$ cat src/logic/fts_pkg.sv
/*
  shared constants and carrier types for the transmit framer timing
  reference selector: register map, field positions, reset values, mode
  codes and the AHB-Lite request and response bundles.
  assumes a single 50 MHz system clock and a 32-bit AHB-Lite bus.
*/
package fts_pkg;

  // register byte addresses
  localparam logic [31:0] FTS_ADDR_OP_MODE = 32'h0000_1100;
  localparam logic [31:0] FTS_ADDR_STATUS = 32'h0000_1104;

  // operating mode register fields and reset value
  localparam int FTS_BIT_LOOPBACK = 7;
  localparam int FTS_BIT_DS3_SEL = 6;
  localparam int FTS_BIT_LOS_EN = 5;
  localparam int FTS_BIT_SOFT_RST = 4;
  localparam int FTS_BIT_DIRECT_MAP = 3;
  localparam int FTS_BIT_FRAME_FMT = 2;
  localparam int FTS_TSEL_HI = 1;
  localparam int FTS_TSEL_LO = 0;
  localparam logic [7:0] FTS_OP_RESET = 8'h2B;

  // status register fields
  localparam int FTS_ST_RSVD = 2;
  localparam int FTS_ST_REF_LVL = 3;
  localparam int FTS_ST_FCNT_LO = 16;

  // timing source select codes
  localparam logic [1:0] FTS_TSEL_LOOP = 2'h0;
  localparam logic [1:0] FTS_TSEL_FREF = 2'h1;
  localparam logic [1:0] FTS_TSEL_RSVD = 2'h2;
  localparam logic [1:0] FTS_TSEL_ASYNC = 2'h3;

  // payload input interface mode numbers per timing mode
  localparam logic [2:0] FTS_SER_ASYNC = 3'h3;
  localparam logic [2:0] FTS_SER_FREF = 3'h2;
  localparam logic [2:0] FTS_SER_LOOP = 3'h1;
  localparam logic [2:0] FTS_NIB_ASYNC = 3'h6;
  localparam logic [2:0] FTS_NIB_FREF = 3'h5;
  localparam logic [2:0] FTS_NIB_LOOP = 3'h4;
  localparam logic [2:0] FTS_MODE_NONE = 3'h0;

  // last bit position of an outbound frame and counter width
  localparam int FTS_POS_W = 13;
  localparam logic [12:0] FTS_FRAME_LAST = 13'h1297;

  // bus codes
  localparam logic [1:0] FTS_HTRANS_NONSEQ = 2'h2;
  localparam logic FTS_HRESP_OKAY = 1'b0;

  typedef struct packed {
    logic hsel;
    logic [31:0] haddr;
    logic [1:0] htrans;
    logic hwrite;
    logic [2:0] hsize;
    logic [31:0] hwdata;
    logic hready;
  } fts_ahb_req_t;

  typedef struct packed {
    logic [31:0] hrdata;
    logic hreadyout;
    logic hresp;
  } fts_ahb_rsp_t;

endpackage

$ cat src/logic/fts_frame_gen.sv
/*
  outbound frame position counter: steps on each bit tick, wraps at the
  end of a frame, and restarts on a frame reference edge.
  assumes tick and restart come from flops on the same clock.
*/
`timescale 1ns/1ps
module fts_frame_gen (
  input wire logic clock_i, // system clock
  input wire logic sys_rst_i, // async reset, active high
  input wire logic hold_i, // keep counter parked at zero
  input wire logic tick_i, // one bit time elapsed
  input wire logic restart_i, // start a new frame now
  output logic frame_start_o, // pulse: first bit of a frame
  output logic [fts_pkg::FTS_POS_W-1:0] pos_o // bit position in frame
);
  import fts_pkg::*;

  typedef struct packed {
    logic [FTS_POS_W-1:0] pos;
    logic start;
  } fts_fg_st_t;

  fts_fg_st_t st_q;
  fts_fg_st_t st_d;

  // restart beats a coincident tick so the reference edge is never lost
  always_comb begin
    st_d = st_q;
    st_d.start = 1'b0;
    if (hold_i) begin
      st_d.pos = '0;
    end else if (restart_i) begin
      st_d.pos = '0;
      st_d.start = 1'b1;
    end else if (tick_i) begin
      if (st_q.pos == FTS_FRAME_LAST) begin
        st_d.pos = '0;
        st_d.start = 1'b1;
      end else begin
        st_d.pos = st_q.pos + 1'b1;
      end
    end
  end

  always_ff @(posedge clock_i or posedge sys_rst_i) begin
    if (sys_rst_i) begin
      st_q <= '0;
    end else begin
      st_q <= st_d;
    end
  end

  assign frame_start_o = st_q.start;
  assign pos_o = st_q.pos;

  chk_frame_wrap: assert property (
    @(posedge clock_i) disable iff (sys_rst_i)
    (!hold_i && !restart_i && tick_i && st_q.pos == FTS_FRAME_LAST)
      |=> (st_q.pos == '0 && frame_start_o))
    else $error("frame counter did not wrap at end of frame");
endmodule

$ cat src/logic/fts_sync2.sv
/*
  two-flop synchroniser for a small vector of pin levels.
  assumes every bit is an independent level; no bit relation is kept.
*/
`timescale 1ns/1ps
module fts_sync2 #(
  parameter int W = 3
) (
  input wire logic clock_i, // system clock
  input wire logic sys_rst_i, // async reset, active high
  input wire logic [W-1:0] async_i, // pin levels
  output logic [W-1:0] sync_o // resynchronised levels
);
  typedef struct packed {
    logic [W-1:0] meta;
    logic [W-1:0] sync;
  } fts_sync_st_t;

  fts_sync_st_t st_q;
  fts_sync_st_t st_d;

  // the first stage feeds only the second stage
  always_comb begin
    st_d.meta = async_i;
    st_d.sync = st_q.meta;
  end

  always_ff @(posedge clock_i or posedge sys_rst_i) begin
    if (sys_rst_i) begin
      st_q <= '0;
    end else begin
      st_q <= st_d;
    end
  end

  assign sync_o = st_q.sync;
endmodule

$ cat src/logic/fts_timing_ref.sv
/*
  timing reference selector of the transmit framer, with its AHB-Lite
  register slave: operating mode register and a status register.
  assumes the line clock, recovered clock and frame reference arrive as
  pins unrelated to clock_i; they are sampled, so each line clock edge is
  seen only while its period exceeds two system clock periods.
*/
// The AHB-Lite slave port was left to the implementer.
`timescale 1ns/1ps

// Summary of operation
// select code 11 runs the framer in local asynchronous mode.
// select code 01 runs it locally with frames tied to the reference.
// select code 00 runs the framer in loop-timing mode.
// both local modes take bit timing from the transmit line clock pin.
// asynchronous and loop modes start frames free-running.
// reference mode starts a new frame on each reference rising edge.
// loop mode takes bit timing from the recovered receive clock.
// the board drives the line clock pin at 44.736MHz in local modes.
// the board ties the frame reference low outside reference mode.
// the board drives the reference at 9.398kHz in reference mode.
// the board derives the reference from the same line clock.
// in loop mode the board ensures a valid line or synthesised clock.
// early silicon needs a running line clock even in loop mode.
// each timing mode maps to one serial and one nibble payload mode.
// the line encoder uses B3ZS for DS3 and HDB3 for E3.
// the 8-bit mode register holds its fields at bits 7 down to 0.
// select code 10 is reserved and parks the framer.
module fts_timing_ref (
  input wire logic clock_i, // 50 MHz system clock
  input wire logic sys_rst_i, // async reset, active high
  input wire fts_pkg::fts_ahb_req_t ahb_req_i, // AHB-Lite request
  output fts_pkg::fts_ahb_rsp_t ahb_rsp_o, // AHB-Lite response
  input wire logic tx_line_clock_in_i, // local transmit clock pin
  input wire logic rx_recovered_clock_i, // clock from receive line unit
  input wire logic tx_frame_sync_input_i, // frame reference pin
  output logic bit_tick_o, // pulse: one outbound bit time
  output logic frame_start_o, // pulse: new outbound frame
  output logic [fts_pkg::FTS_POS_W-1:0] frame_bit_pos_o, // bit in frame
  output logic [1:0] timing_source_select_o, // active select code
  output logic [2:0] payload_serial_mode_o, // serial payload mode
  output logic [2:0] payload_nibble_mode_o, // nibble payload mode
  output logic line_code_hdb3_o, // 1: HDB3, 0: B3ZS
  output logic local_loopback_o, // framer local loopback
  output logic ds3_not_e3_select_o, // 1: DS3, 0: E3
  output logic internal_signal_loss_enable_o, // internal_signal_loss_enable
  output logic framer_soft_reset_o, // framer reset bit
  output logic direct_cell_mapping_o, // direct mapping enable
  output logic frame_format_o // frame format bit
);
  import fts_pkg::*;

  // register address decode, shared by the read and write paths
  function automatic logic hit(input logic [31:0] a, input logic [31:0] r);
    hit = (a[31:2] == r[31:2]);
  endfunction

  typedef struct packed {
    logic [7:0] op;
    logic wr_pend;
    logic [31:0] wr_addr;
    fts_ahb_rsp_t rsp;
    logic tick;
    logic ref_prev;
    logic clk_prev;
    logic restart;
    logic [15:0] frame_cnt;
    logic [2:0] ser_mode;
    logic [2:0] nib_mode;
    logic hdb3;
  } fts_st_t;

  fts_st_t st_q;
  fts_st_t st_d;

  logic [2:0] pins_sync;
  logic line_clk_s;
  logic rec_clk_s;
  logic ref_s;
  logic sel_clk;
  logic ref_rise;
  logic addr_phase;
  logic fg_start;
  logic [FTS_POS_W-1:0] fg_pos;
  logic [31:0] rd_val;
  logic [1:0] tsel;

  // pins are resynchronised before any logic looks at them
  fts_sync2 #(
    .W(3)
  ) u_sync (
    .clock_i(clock_i),
    .sys_rst_i(sys_rst_i),
    .async_i({tx_frame_sync_input_i, rx_recovered_clock_i,
              tx_line_clock_in_i}),
    .sync_o(pins_sync)
  );

  assign line_clk_s = pins_sync[0];
  assign rec_clk_s = pins_sync[1];
  assign ref_s = pins_sync[2];
  assign tsel = st_q.op[FTS_TSEL_HI:FTS_TSEL_LO];

  // clock source: line clock pin in both local modes, recovered in loop mode, none for the reserved code
  always_comb begin
    unique case (tsel)
      FTS_TSEL_ASYNC: sel_clk = line_clk_s;
      FTS_TSEL_FREF: sel_clk = line_clk_s;
      FTS_TSEL_LOOP: sel_clk = rec_clk_s;
      FTS_TSEL_RSVD: sel_clk = 1'b0;
    endcase
  end

  // only reference mode takes frame restarts from the reference pin
  assign ref_rise = ref_s & ~st_q.ref_prev & (tsel == FTS_TSEL_FREF);

  // an accepted address phase of a single transfer
  assign addr_phase = ahb_req_i.hsel & ahb_req_i.hready &
                      (ahb_req_i.htrans == FTS_HTRANS_NONSEQ);

  // next state of the whole block
  always_comb begin
    st_d = st_q;
    // bus: write data land in the data phase, one cycle after the address
    if (st_q.wr_pend && hit(st_q.wr_addr, FTS_ADDR_OP_MODE)) begin
      st_d.op = ahb_req_i.hwdata[7:0];
    end
    // line code kept in its own flop so the pin is not an inverter output
    st_d.hdb3 = ~st_d.op[FTS_BIT_DS3_SEL];
    st_d.wr_pend = addr_phase & ahb_req_i.hwrite;
    st_d.wr_addr = ahb_req_i.haddr;
    st_d.rsp.hreadyout = 1'b1;
    st_d.rsp.hresp = FTS_HRESP_OKAY;
    // mode register read data come from the next value so a write just before is seen
    rd_val = '0;
    if (hit(ahb_req_i.haddr, FTS_ADDR_OP_MODE)) begin
      rd_val[7:0] = st_d.op;
    end else if (hit(ahb_req_i.haddr, FTS_ADDR_STATUS)) begin
      rd_val[1:0] = tsel;
      rd_val[FTS_ST_RSVD] = (tsel == FTS_TSEL_RSVD);
      rd_val[FTS_ST_REF_LVL] = ref_s;
      rd_val[FTS_ST_FCNT_LO +: 16] = st_q.frame_cnt;
    end
    if (addr_phase && !ahb_req_i.hwrite) begin
      st_d.rsp.hrdata = rd_val;
    end
    // timing: one tick per rising edge of the chosen clock
    st_d.clk_prev = sel_clk;
    st_d.ref_prev = ref_s;
    st_d.tick = sel_clk & ~st_q.clk_prev;
    st_d.restart = ref_rise;
    if (fg_start) begin
      st_d.frame_cnt = st_q.frame_cnt + 16'h0001;
    end
    // payload interface mode implied by the timing mode
    unique case (st_d.op[FTS_TSEL_HI:FTS_TSEL_LO])
      FTS_TSEL_ASYNC: begin
        st_d.ser_mode = FTS_SER_ASYNC;
        st_d.nib_mode = FTS_NIB_ASYNC;
      end
      FTS_TSEL_FREF: begin
        st_d.ser_mode = FTS_SER_FREF;
        st_d.nib_mode = FTS_NIB_FREF;
      end
      FTS_TSEL_LOOP: begin
        st_d.ser_mode = FTS_SER_LOOP;
        st_d.nib_mode = FTS_NIB_LOOP;
      end
      FTS_TSEL_RSVD: begin
        st_d.ser_mode = FTS_MODE_NONE;
        st_d.nib_mode = FTS_MODE_NONE;
      end
    endcase
  end

  always_ff @(posedge clock_i or posedge sys_rst_i) begin
    if (sys_rst_i) begin
      st_q <= '0;
      st_q.op <= FTS_OP_RESET;
      st_q.rsp.hreadyout <= 1'b1;
      st_q.ser_mode <= FTS_SER_ASYNC;
      st_q.nib_mode <= FTS_NIB_ASYNC;
      st_q.hdb3 <= ~FTS_OP_RESET[FTS_BIT_DS3_SEL];
    end else begin
      st_q <= st_d;
    end
  end

  // soft reset and the reserved code both park the frame counter
  fts_frame_gen u_frame (
    .clock_i(clock_i),
    .sys_rst_i(sys_rst_i),
    .hold_i(st_q.op[FTS_BIT_SOFT_RST] | (tsel == FTS_TSEL_RSVD)),
    .tick_i(st_q.tick),
    .restart_i(st_q.restart),
    .frame_start_o(fg_start),
    .pos_o(fg_pos)
  );

  // outputs, all straight from flops
  assign ahb_rsp_o = st_q.rsp;
  assign bit_tick_o = st_q.tick;
  assign frame_start_o = fg_start;
  assign frame_bit_pos_o = fg_pos;
  assign timing_source_select_o = tsel;
  assign payload_serial_mode_o = st_q.ser_mode;
  assign payload_nibble_mode_o = st_q.nib_mode;
  assign line_code_hdb3_o = st_q.hdb3;
  assign local_loopback_o = st_q.op[FTS_BIT_LOOPBACK];
  assign ds3_not_e3_select_o = st_q.op[FTS_BIT_DS3_SEL];
  assign internal_signal_loss_enable_o = st_q.op[FTS_BIT_LOS_EN];
  assign framer_soft_reset_o = st_q.op[FTS_BIT_SOFT_RST];
  assign direct_cell_mapping_o = st_q.op[FTS_BIT_DIRECT_MAP];
  assign frame_format_o = st_q.op[FTS_BIT_FRAME_FMT];

  chk_async_line_clk: assert property (
    @(posedge clock_i) disable iff (sys_rst_i)
    (tsel == FTS_TSEL_ASYNC && line_clk_s && !st_q.clk_prev && !st_q.tick)
      |=> bit_tick_o)
    else $error("asynchronous mode missed a line clock edge");

  chk_fref_restart: assert property (
    @(posedge clock_i) disable iff (sys_rst_i)
    (tsel == FTS_TSEL_FREF && ref_s && !st_q.ref_prev &&
     !st_q.op[FTS_BIT_SOFT_RST] && $stable(st_q.op))
      |=> ##1 (frame_start_o && frame_bit_pos_o == '0))
    else $error("reference edge did not start a frame two cycles on");

  chk_loop_rec_clk: assert property (
    @(posedge clock_i) disable iff (sys_rst_i)
    (tsel == FTS_TSEL_LOOP && rec_clk_s && !st_q.clk_prev)
      |=> bit_tick_o)
    else $error("loop mode missed a recovered clock edge");

  chk_local_ignores_rec: assert property (
    @(posedge clock_i) disable iff (sys_rst_i)
    (tsel[0] && !line_clk_s) |=> !bit_tick_o)
    else $error("local mode ticked without a line clock edge");

  chk_free_run: assert property (
    @(posedge clock_i) disable iff (sys_rst_i)
    (tsel != FTS_TSEL_FREF) |=> !st_q.restart)
    else $error("frame restart outside reference mode");

  chk_payload_map: assert property (
    @(posedge clock_i) disable iff (sys_rst_i)
    (tsel == FTS_TSEL_FREF && $stable(st_q.op))
      |-> (payload_serial_mode_o == FTS_SER_FREF &&
           payload_nibble_mode_o == FTS_NIB_FREF))
    else $error("payload mode does not follow timing mode");

  chk_line_code: assert property (
    @(posedge clock_i) disable iff (sys_rst_i)
    line_code_hdb3_o != ds3_not_e3_select_o)
    else $error("line code disagrees with DS3 or E3 select");

  chk_reg_write: assert property (
    @(posedge clock_i) disable iff (sys_rst_i)
    (addr_phase && ahb_req_i.hwrite &&
     hit(ahb_req_i.haddr, FTS_ADDR_OP_MODE))
      ##1 1'b1 |=> (st_q.op == $past(ahb_req_i.hwdata[7:0])))
    else $error("mode register did not take the written byte");

  chk_rsvd_parked: assert property (
    @(posedge clock_i) disable iff (sys_rst_i)
    (tsel == FTS_TSEL_RSVD) [*2] |=> (frame_bit_pos_o == '0 &&
                                       !bit_tick_o))
    else $error("reserved select code did not park the framer");

  chk_bus_okay: assert property (
    @(posedge clock_i) disable iff (sys_rst_i)
    ahb_rsp_o.hreadyout && ahb_rsp_o.hresp == FTS_HRESP_OKAY)
    else $error("slave stalled or answered with an error");

  chk_payload_async: assert property (
    @(posedge clock_i) disable iff (sys_rst_i)
    (tsel == FTS_TSEL_ASYNC)
      |-> (payload_serial_mode_o == FTS_SER_ASYNC &&
           payload_nibble_mode_o == FTS_NIB_ASYNC))
    else $error("payload mode does not follow asynchronous mode");

  chk_payload_loop: assert property (
    @(posedge clock_i) disable iff (sys_rst_i)
    (tsel == FTS_TSEL_LOOP)
      |-> (payload_serial_mode_o == FTS_SER_LOOP &&
           payload_nibble_mode_o == FTS_NIB_LOOP))
    else $error("payload mode does not follow loop mode");

  chk_payload_rsvd: assert property (
    @(posedge clock_i) disable iff (sys_rst_i)
    (tsel == FTS_TSEL_RSVD)
      |-> (payload_serial_mode_o == FTS_MODE_NONE &&
           payload_nibble_mode_o == FTS_MODE_NONE))
    else $error("reserved select code left a payload mode set");

  chk_soft_rst_hold: assert property (
    @(posedge clock_i) disable iff (sys_rst_i)
    framer_soft_reset_o |=> (frame_bit_pos_o == '0 && !frame_start_o))
    else $error("soft reset bit did not hold the frame counter");

  chk_tick_pulse: assert property (
    @(posedge clock_i) disable iff (sys_rst_i)
    bit_tick_o |=> !bit_tick_o)
    else $error("bit tick stood longer than one cycle");
endmodule

$ cat config.mk
export PLATFORM = sky130hd
export DESIGN_NAME = fts_timing_ref
export DESIGN_NICKNAME = d
export VERILOG_FILES = /design/src/logic/fts_pkg.sv /design/src/logic/fts_frame_gen.sv /design/src/logic/fts_sync2.sv /design/src/logic/fts_timing_ref.sv
export SDC_FILE = /design/constraint.sdc
export NUM_CORES = 1
export LEC_CHECK = 0
export ABC_CLOCK_PERIOD_IN_PS = 4000
export BUFFER_PORTS_ARGS = -buffer_cell sky130_fd_sc_hd__buf_2
export CELL_PAD_IN_SITES_DETAIL_PLACEMENT = 0
export CELL_PAD_IN_SITES_GLOBAL_PLACEMENT = 2
export CORE_MARGIN = 8
export CORE_UTILIZATION = 32
export DETAILED_ROUTE_END_ITERATION = 8
export GPL_ROUTABILITY_DRIVEN = 0
export GPL_TIMING_DRIVEN = 0
export PLACE_DENSITY = 0.86
export SYNTH_ARGS = -nofsm -noshare
export SYNTH_HDL_FRONTEND = slang
export SYNTH_SLANG_ARGS = --single-unit
$ cat constraint.sdc
create_clock -name clock_i -period 4 [get_ports clock_i]
set_input_delay 0 -clock clock_i [delete_from_list [all_inputs] [get_ports clock_i]]
set_output_delay 0 -clock clock_i [all_outputs]
set_load 0.05 [all_outputs]
## Word level (Yosys, flattened, before mapping)

Index checks and enable logic that the tools add are counted.

| storage, ports and cells | value |
|---|---|
| bits in registers | 112 |
| latch bits | 0 |
| bits in writable memories | 0 |
| ROM bits | 0 |
| input bits | 77 |
| logic and storage cells | 60 |
| memories kept | 0 |

| operators by class | value |
|---|---|
| $add $sub $neg | 2 |
| multiply operators | 0 |
| divide/modulo/power cells | 0 |
| magnitude comparators | 0 |
| eq/ne operators | 11 |
| shift operators | 0 |
| mux-type cells | 14 |
| bitwise logic cells | 10 |
| reduce and logical (&&, ||, !) cells | 7 |

Operator list:

| kind | number |
|---|---|
| equality test 30 x 11 -> 1 bit (second input constant) | 3 |
| two-way mux 16 bit | 2 |
| two-way mux 14 bit | 2 |
| two-way mux 13 bit | 2 |
| case mux 6 bit (4 select lines) | 1 |
| adder 16 x 1 -> 16 bit (second input constant) | 1 |
| adder 13 x 1 -> 13 bit (second input constant) | 1 |
| equality test 13 bit (second input constant) | 1 |
| two-way mux 4 bit | 3 |
| equality test 2 bit (second input constant) | 5 |
| two-way mux 8 bit | 1 |
| bitwise AND 1 bit | 6 |
| equality test 2 x 1 -> 1 bit (second input constant) | 2 |
| zero test 2 bit | 2 |
| NOT 1 bit | 3 |
| case mux 1 bit (3 select lines) | 1 |
| nonzero test 3 bit | 1 |
| logical AND 1 bit | 2 |
| two-way mux 1 bit | 2 |
| OR reduction 2 bit | 1 |
| zero test 1 bit | 1 |
| OR 1 bit | 1 |

## Longest topological paths before layout

Gate-level depths: netlist of run 1.

| depth | value |
|---|---|
| depth in word-level cells | 5 |
| depth in mapped cells | 7 |
| mapped depth without buffers | 6 |

## Cells and area by module

A second synthesis of run 1 with hierarchy kept.

| second synthesis, totals | value |
|---|---|
| cell total of the unflattened synthesis | 361 |
| area total of the unflattened synthesis | 4533.1 sq um |

By module, submodules not included:

| module | instances | cells each | area each (sq um) |
|---|---|---|---|
| fts_timing_ref | 1 | 262 | 3503.4 |
| fts_frame_gen | 1 | 92 | 875.8 |
| fts_sync2 | 1 | 7 | 153.9 |

## Worst setup path after synthesis of run 1

No wires, ideal clock.

| timing | value |
|---|---|
| path type | flip-flop to flip-flop |
| start point | register u_frame.st_q (netlist bit u_frame.pos_o[0]) |
| end point | register u_frame.st_q (netlist bit u_frame.pos_o[0]) |
| library setup time | 149 ps |
| data arrival time | 2168 ps |
| setup slack | 1683 ps |
| stages on the path, launching flop included | 7 |
| path buffers | 1 |
| path through | dfrtp_1 ha_1 or4b_2 nor3_4 or2_1 buf_6 o21ai_0 |

| on the way | value |
|---|---|
| word-level cells in the longest chain between the ends | 5 |
| elaborated cells between the ends (all ways) | 6 |
| classes of those cells | 1 x add/sub; 1 x eq/ne; 4 x mux |

RTL lines:

| item | line | RTL |
|---|---|---|
| start, declared | fts_frame_gen.sv:23 | `fts_fg_st_t st_q;` |
| start signal, assigned | fts_frame_gen.sv:49 | `st_q <= st_d;` |
| adder 13 x 1 -> 13 bit or equality test 13 bit (tied branches) | fts_frame_gen.sv:40, fts_frame_gen.sv:36 |  |
| two-way mux 13 bit (*) | fts_frame_gen.sv:36 | `if (st_q.pos == FTS_FRAME_LAST) begin` |
| two-way mux 14 bit (*) | fts_frame_gen.sv:35 | `end else if (tick_i) begin` |
| two-way mux 14 bit (*) | fts_frame_gen.sv:32 | `end else if (restart_i) begin` |
| two-way mux 13 bit (*) | fts_frame_gen.sv:30 | `if (hold_i) begin` |

Mark *: on every way between the ends. The rest lies on a longest branch, timed or not. The select of a mux whose other input is x is not followed.
A chain may end at the register's enable or synchronous reset.

==> key figures, run 1 <==
Clock tree
  – Clk Latency, worst-skew pair: 0.35 ns
  – TritonCTS Sinks: 108
  – CTS max path bufs: 2
  – Post-CTS Setup Repair Bufs: 0
  – H-tree depth: 3
  – Clock-pin transition on the worst setup and hold timing paths: roughly 0.07 ns
  – CTS buffer count: 9
  – PostCTS Resize Cnt: 0
  – Hold-fix buffers, CTS: 44
  – CTS tree: done
  – CTS Root Cell: clkbuf_16

Worst setup path
  – Worst Path Max Fanout: 10
  – Worst EP required: around 4.3 ns
  – Worst path slowest cell: mux2_2
  – Reg2reg setup slack: 1.62 ns
  – Setup CP Type: flop to flop
  – Worst EP arrival: 2.67 ns
  – Startpoint types: flop
  – CP Capture Type: flop
  – Largest stage delay, worst path: 0.39 ns
  – CP Cell Sequence: nor4_1, nand4_1, nor2_1, buf_2, mux2_2, ha_1, inv_1

Finish
  – Sequential cell area: between 0.002 and 0.003 mm2
  – Fillers: 1301
  – Ant. Diodes: 0
  – Final #Nets: 601
  – Fin cells: slightly above 700
  – Multi-input logic area: between 0.001 and 0.0015 mm2
  – Post-route cell area: 0.00596 mm2
  – Fraction of layout cells with a size suffix above 1: 36.3%
  – Area Growth Syn to Fin: 34.2%

Global routing
  – First-pass GRT wire length: 17500 um
  – GRT Util Overall: between 10% and 20%
  – Initial antenna violation count: 0
  – Largest net degree at the start of global routing: between 60 and 70
  – Vias in the first global route: 3333
  – GRT Residual Overflow: 0

Power and ir drop
  – Net Sw Frac: 25.7%
  – Maximum VDD drop: 0.000190 V
  – Power Density: 381 mW/mm2
  – Register share of total power: 51.1%
  – Clk pwr share: 37.8%
  – Net load switching power: roughly 0.0006 W
  – Combinational power share: between 10% and 20%
  – Lkg Pwr: 2.95 nW
  – Pint: 0.00169 W

Floorplanning
  – Row count: 43
  – Core area: 0.0137 mm2
  – I/O Pins: between 100 and 150
  – Die X: 134 um
  – Chip Height: about 130 um
  – Die area: 0.0179 mm2
  – Initial Utilization: 32.4%

Synthesis
  – Async set-reset flop share out of synthesis: 100%
  – Sequential-to-total area share from yosys stat: 61.0%
  – Top cells by count, synth: dfrtp_1, buf_4, nand2_1, a22o_1, o21ai_0
  – Warnings, synthesis: 0
  – Top_reg_cell synth: dfrtp_1
  – Most frequent cell after synthesis: dfrtp_1
  – Yosys top cell by area: dfrtp_1
  – Synthesis-stage register bit count: 108
  – Mean Syn Cell Area: 12.5 um2
  – Top post-synthesis cells by area: dfrtp_1, buf_4, dfstp_2
  – Post-synth cell types: 47
  – Mapped Area: 0.00445 mm2
  – EDFF count, synth: 0
  – Syn Inst Count: ~360
  – Synth top area share: 56.3%

Drt
  – Routed via count: 3201
  – DR pass1 iterations: 4
  – Routed Antenna Nets: 0
  – Final WL: 10400 um
  – Routed len/inst: around 15 um
  – Number of vias per cell: roughly 4.5
  – Starting DRT DRC Count: 134
  – DR DRC count: 0

Timing
  – Fin Hold WS: approximately 0.14 ns
  – Final hold vios: 0
  – Final worst slack: 1.62 ns
  – Slew headroom: 49.5%
  – Fin. max-slew vios: 0
  – Setup-failing EPs final: 0
  – Highest clock rate: ~0.42 GHz
  – Minimum clock period after layout: 2.38 ns
  – Unrepaired setup endpoints after global routing: no
  – Final worst-path cycle share: ~59%
  – Clock skew: 0.00488 ns
  – Worst-Margin Slew: between 0.7 and 0.8 ns
  – Fin Setup TNS: 0 ns

Placed design
  – Post-DP HPWL: 7520 um
  – Placed inst area: 0.00524 mm2
  – PortBufs: 100
  – DP Worst Slack: 1.65 ns
  – DP Cell Count: 646

Status
  – Outcome: completed

Run
  – Max Cap Viol: 0

Worst hold path
  – Hold Path Class: primary input to flop
flip-flops by register name, indices dropped and copies added (netlist names):
name / cells
ds3_not_e3_select_o: 1
u_frame.pos_o: 13
bit_tick_o: 1
framer_soft_reset_o: 1
local_loopback_o: 1
payload_nibble_mode_o: 3
line_code_hdb3_o: 1
u_frame.frame_start_o: 1
u_sync.sync_o: 3
u_sync.st_d: 3
frame_format_o: 1
ahb_rsp_o: 24
direct_cell_mapping_o: 1
timing_source_select_o: 1
payload_serial_mode_o: 2
internal_signal_loss_enable_o: 1
st_q: 50
layout by cell type (no fill, tap or decap), drive strengths merged, types with 4 or more instances in the layout:
master       synthesis  routed
nand2               23      23
a32o                 5       5
dfstp                8       8
dfrtp              100     100
nand4                9       9
a22o                17      17
conb                 2      11
nor2                14      14
clkbuf               3      15
o21ai               17      17
and3                 4       4
xnor2               13      13
nand3               11      11
nor4                13      13
nor3                10      10
buf                 47     148
dlygate4sd3          0      44
xor2                 8       8
inv                  9       9
mux2i                4       4
mux2                 9       9
cell families after synthesis:
| group | count (synthesis) | synth area share, % |
|---|---|---|
| buffers and inverters | 59 | 9.18 |
| AND/OR/NAND/NOR | 104 | 13.5 |
| multiplexers | 13 | 3.18 |
| AO/OA/AOI/OAI | 46 | 7.94 |
| adder cells (fa/ha/maj) | 3 | 0.844 |
| flip-flops | 108 | 61.0 |
| other | 2 | 0.169 |
| XOR/XNOR | 21 | 4.14 |
critical path, delay by kind of cell (launching register included):
family,cells,cell delay (ns)
muxes,1,0.39
adders and majority gates,1,0.29
buffers and inverters,2,0.37
and+or+nand+nor,3,0.90
DFF,1,0.37
cell type report:
type	instances	area share (%)
inverter	9	0.608
timing repair buffer	145	16.2
buffer	50	6.27
multi-input combinational	198	22.8
clock buffer	12	4.47
tap	180	3.78
clock inverter	4	0.378
sequential	108	45.5
power groups by stage:
stage / combinational, W / clock [W] / sequential [W]
after global placement: 0.000214 / 0 / 0.00118
after detailed placement: 0.000221 / 0 / 0.00118
final: 0.000253 / 0.000859 / 0.00116
after floorplan: 0.0000945 / 0 / 0.00123
after global routing: 0.000276 / 0.000933 / 0.00117
after CTS: 0.000255 / 0.000888 / 0.00116
stage by stage:
stage,total power (W),util [%]
5_1_grt,0.00238,43.5
6_report,0.00227,43.5
2_1_floorplan,0.00133,-
3_3_place_gp,0.00140,37.9
3_5_place_dp,0.00140,38.2
4_1_cts,0.00230,43.5
per-layer routing:
layer / share of wire [%] / vias up / global-route usage [%]
li1: - / 1535 / -
met1: 44 / 1554 / 14.9
met2: 48 / 90 / 19.6
met3: 6.5 / 22 / 4.49
met4: 2.1 / 0 / 4.62
met5: 0 / - / 0
final timing paths:
check | from | end | cells past startpoint
worst min register to register | u_sync.st_d[2] | u_sync.sync_o[2] | 0
worst max-delay path | st_q[72] | payload_serial_mode_o[0] | 7
worst max register to register | st_q[72] | payload_serial_mode_o[0] | 7
max in group asynchronous | sys_rst_i | payload_serial_mode_o[1] | 4
min in group asynchronous | sys_rst_i | st_q[82] | 3
worst min-delay path | ahb_req_i[36] | ahb_rsp_o[20] | 4
Note: power is estimated with default switching activity, not from simulation.
==> run 2, diff against run 1 <==
--- a/config.mk
+++ b/config.mk
@@ -5,16 +5,17 @@
 export SDC_FILE = /design/constraint.sdc
 export NUM_CORES = 1
 export LEC_CHECK = 0
-export ABC_CLOCK_PERIOD_IN_PS = 4000
+export ABC_AREA = 1
+export ABC_CLOCK_PERIOD_IN_PS = 2250
 export BUFFER_PORTS_ARGS = -buffer_cell sky130_fd_sc_hd__buf_2
 export CELL_PAD_IN_SITES_DETAIL_PLACEMENT = 0
 export CELL_PAD_IN_SITES_GLOBAL_PLACEMENT = 2
 export CORE_MARGIN = 8
-export CORE_UTILIZATION = 32
+export CORE_UTILIZATION = 30
 export DETAILED_ROUTE_END_ITERATION = 8
 export GPL_ROUTABILITY_DRIVEN = 0
 export GPL_TIMING_DRIVEN = 0
-export PLACE_DENSITY = 0.86
+export PLACE_DENSITY = 0.87
 export SYNTH_ARGS = -nofsm -noshare
 export SYNTH_HDL_FRONTEND = slang
 export SYNTH_SLANG_ARGS = --single-unit
==> constraint.sdc (replaced) <==
create_clock -name clock_i -period 2.25 [get_ports clock_i]
set_input_delay 0 -clock clock_i [delete_from_list [all_inputs] [get_ports clock_i]]
set_output_delay 0 -clock clock_i [all_outputs]
set_load 0.05 [all_outputs]
==> run 2 against run 1 <==
- synthesized cell count rose by 62%
- wire length increased by 19%
- critical endpoint unchanged
- die area increased by 18%
- largest power group unchanged
- clock power is 72% higher
- highest routed layer unchanged
- via count increased by 26%
- setup slack got worse by 1.2 ns
- cell count increased by 37%
- power up 64%
- global-route usage decreased by 0.18 points
- sequential share of layout area is 4.2 points lower
==> key figures, run 2 <==
Timing
  – Fin. max-slew vios: 0
  – Fin Setup TNS: 0 ns
  – Clock skew: 0.00812 ns
  – Unrepaired setup endpoints after global routing: no
  – Minimum clock period after layout: 1.82 ns
  – Setup-failing EPs final: 0
  – Final hold vios: 0
  – Highest clock rate: 0.550 GHz
  – Slew headroom: 56.0%
  – Final worst slack: 0.433 ns
  – Worst-Margin Slew: 0.658 ns
  – Final worst-path cycle share: 80.7%

Worst setup path
  – CP Capture Type: flop
  – CP Cell Sequence: inv_1, nand2_1, nor2_1, nand2_1, nor2_2, nand2_2, o21ai_2, ha_1, inv_1
  – Worst EP required: 2.53 ns
  – CP bufs+invs: 2
  – Top delay family on crit path: simple AND/OR/NAND/NOR gates
  – Worst Path Max Fanout: 8
  – Startpoint types: flop
  – Worst path slowest cell: dfrtp_1
  – Setup CP Type: flop to flop
  – Largest stage delay, worst path: 0.38 ns
  – Worst EP arrival: 2.10 ns

Floorplanning
  – Chip Height: 145 um
  – Core area: 0.0165 mm2
  – Die X: approximately 150 um
  – Row count: 47
  – Die area: 0.0212 mm2
  – I/O Pins: about 140
  – Initial Utilization: 30.5%

Drt
  – Routed len/inst: 12.8 um
  – Final WL: 12400 um
  – Starting DRT DRC Count: 209
  – Number of vias per cell: approximately 4.2
  – Routed via count: 4024
  – DR pass1 iterations: 6
  – DR DRC count: 0
  – Routed Antenna Nets: 0

Power and ir drop
  – Lkg Pwr: between 3 and 4 nW
  – Net load switching power: about 0.00085 W
  – Maximum VDD drop: 0.000303 V
  – Combinational power share: 6.8%
  – Pint: 0.00287 W
  – Clk pwr share: 39.7%
  – Power Density: approximately 570 mW/mm2
  – Net Sw Frac: 22.9%
  – Register share of total power: 53.4%

Clock tree
  – CTS tree: done
  – CTS Root Cell: clkbuf_16
  – Post-CTS Setup Repair Bufs: 0
  – H-tree depth: 3
  – TritonCTS Sinks: 108
  – Clk Latency, worst-skew pair: 0.34 ns
  – Clock-pin transition on the worst setup and hold timing paths: 0.07 ns
  – CTS max path bufs: 2
  – CTS buffer count: 9

Finish
  – Most common cell after layout, fill and taps aside: nand2_1
  – Area Growth Syn to Fin: 30.6%
  – Top reg by flops: st_q
  – Fin cells: 965
  – Fraction of layout cells with a size suffix above 1: a little over a quarter
  – Most frequent cells in the layout: nand2_1, dfrtp_1, buf_2
  – Final #Nets: ~800
  – Largest register FFs: 50

Synthesis
  – Post-Synth Adder-Cell Area: less than 1%
  – Synth Area in XOR/XNOR: 2.44%
  – Yosys top cell by area: dfrtp_1
  – Sequential-to-total area share from yosys stat: 53.9%
  – Main combinational cell family by area after synthesis: simple AND/OR/NAND/NOR gates
  – Post-synth cell types: 32
  – Top post-synthesis cells by area: dfrtp_1, nand2_1, buf_4
  – Synthesis-stage register bit count: 108
  – Async set-reset flop share out of synthesis: 100%
  – Synth top area share: 49.8%
  – Mux contribution to synthesized area: 0%
  – Warnings, synthesis: 0
  – Mapped Area: 0.00503 mm2
  – Most frequent cell after synthesis: nand2_1
  – Syn Inst Count: 576
  – Top cells by count, synth: nand2_1, dfrtp_1, nor2_1, inv_1, buf_4
  – EDFF count, synth: 0
  – Compound-Gate Fraction of Synth Area: 4.75%
  – Mean Syn Cell Area: 8.73 um2
  – Top_reg_cell synth: dfrtp_1
  – Simple-gate share of the synthesized area: 25.8%

Global routing
  – First-pass GRT wire length: 20900 um
  – Largest net degree at the start of global routing: 44
  – GRT Residual Overflow: 0
  – Initial antenna violation count: 1
  – GRT Util Overall: 12.1%
  – Vias in the first global route: 4180

Placed design
  – PortBufs: 100
  – Post-DP HPWL: 9360 um
  – DP Cell Count: 907
  – DP Worst Slack: 0.460 ns

Run
  – Max Cap Viol: 0

Worst hold path
  – Hold Path Class: primary input to flop

Status
  – Outcome: completed
run 2: per-layer routing:
metal	share of wire, %	routed length [um]	GRT usage [%]	vias up
li1	-	-	-	2064
met1	46	5700	15.1	1887
met2	49	6070	20.4	69
met3	4.1	513	2.61	4
met4	0.89	110	4.01	0
met5	0	0	0	-
run 2: power groups by stage:
stage          registers, W  clock network, W  logic [W]
2_1_floorplan       0.00202                 0   0.000121
3_3_place_gp        0.00203                 0   0.000193
3_5_place_dp        0.00203                 0   0.000204
4_1_cts             0.00199           0.00154   0.000258
5_1_grt             0.00199           0.00163   0.000284
6_report            0.00199           0.00148   0.000254
run 2: layout make-up:
cell class	instances	area, um2
clock buffer	11	243
antenna	2	5.00
fill	1713	9900
tap	220	275
multi-input combinational	360	1740
clock inverter	5	37.5
buffer	46	345
sequential	108	2710
timing repair buffer	142	941
inverter	71	270
run 2: timing repair:
action,in CTS,in global routing
resized for setup,0,0
endpoints found under the hold margin,65,0
hold buffers,40,0
run 2: cells by family after synthesis:
| logic type | count (synthesis) |
|---|---|
| DFF | 108 |
| and+or+nand+nor | 295 |
| buffers and inverters | 117 |
| AOI/OAI and AO/OA | 37 |
| other | 2 |
| adders and majority gates | 3 |
| xor gates and xnor gates | 14 |
run 2: tightest hold or removal path, delay by kind of cell:
kind | cells | cell delay, ns
buffers and inverters | 1 | 0.08
AND/OR/NAND/NOR | 2 | 0.24
run 2: final timing paths:
check,from,end,slack (ns),depth (start not counted)
max,st_q[68],payload_serial_mode_o[0],0.43,9
min,ahb_req_i[5],framer_soft_reset_o,0.02,3
max reg2reg,st_q[68],payload_serial_mode_o[0],0.43,9
min reg2reg,u_sync.st_d[0],u_sync.sync_o[0],0.35,0
max in group asynchronous,sys_rst_i,st_q[70],1.08,5
min in group asynchronous,sys_rst_i,u_frame.pos_o[6],0.29,3
run 2: metrics by stage:
stage / hold slack, ns / area, um2 / utilization, % / total power [W]
after floorplan: 0.0314 / 5070 / - / 0.00215
after global placement: 0.111 / 5840 / 35.5 / 0.00222
after detailed placement: 0.110 / 5880 / 35.7 / 0.00223
after CTS: 0.00202 / 6560 / 39.9 / 0.00379
after global routing: 0.0151 / 6570 / 39.9 / 0.00391
final: 0.0209 / 6570 / 39.9 / 0.00373
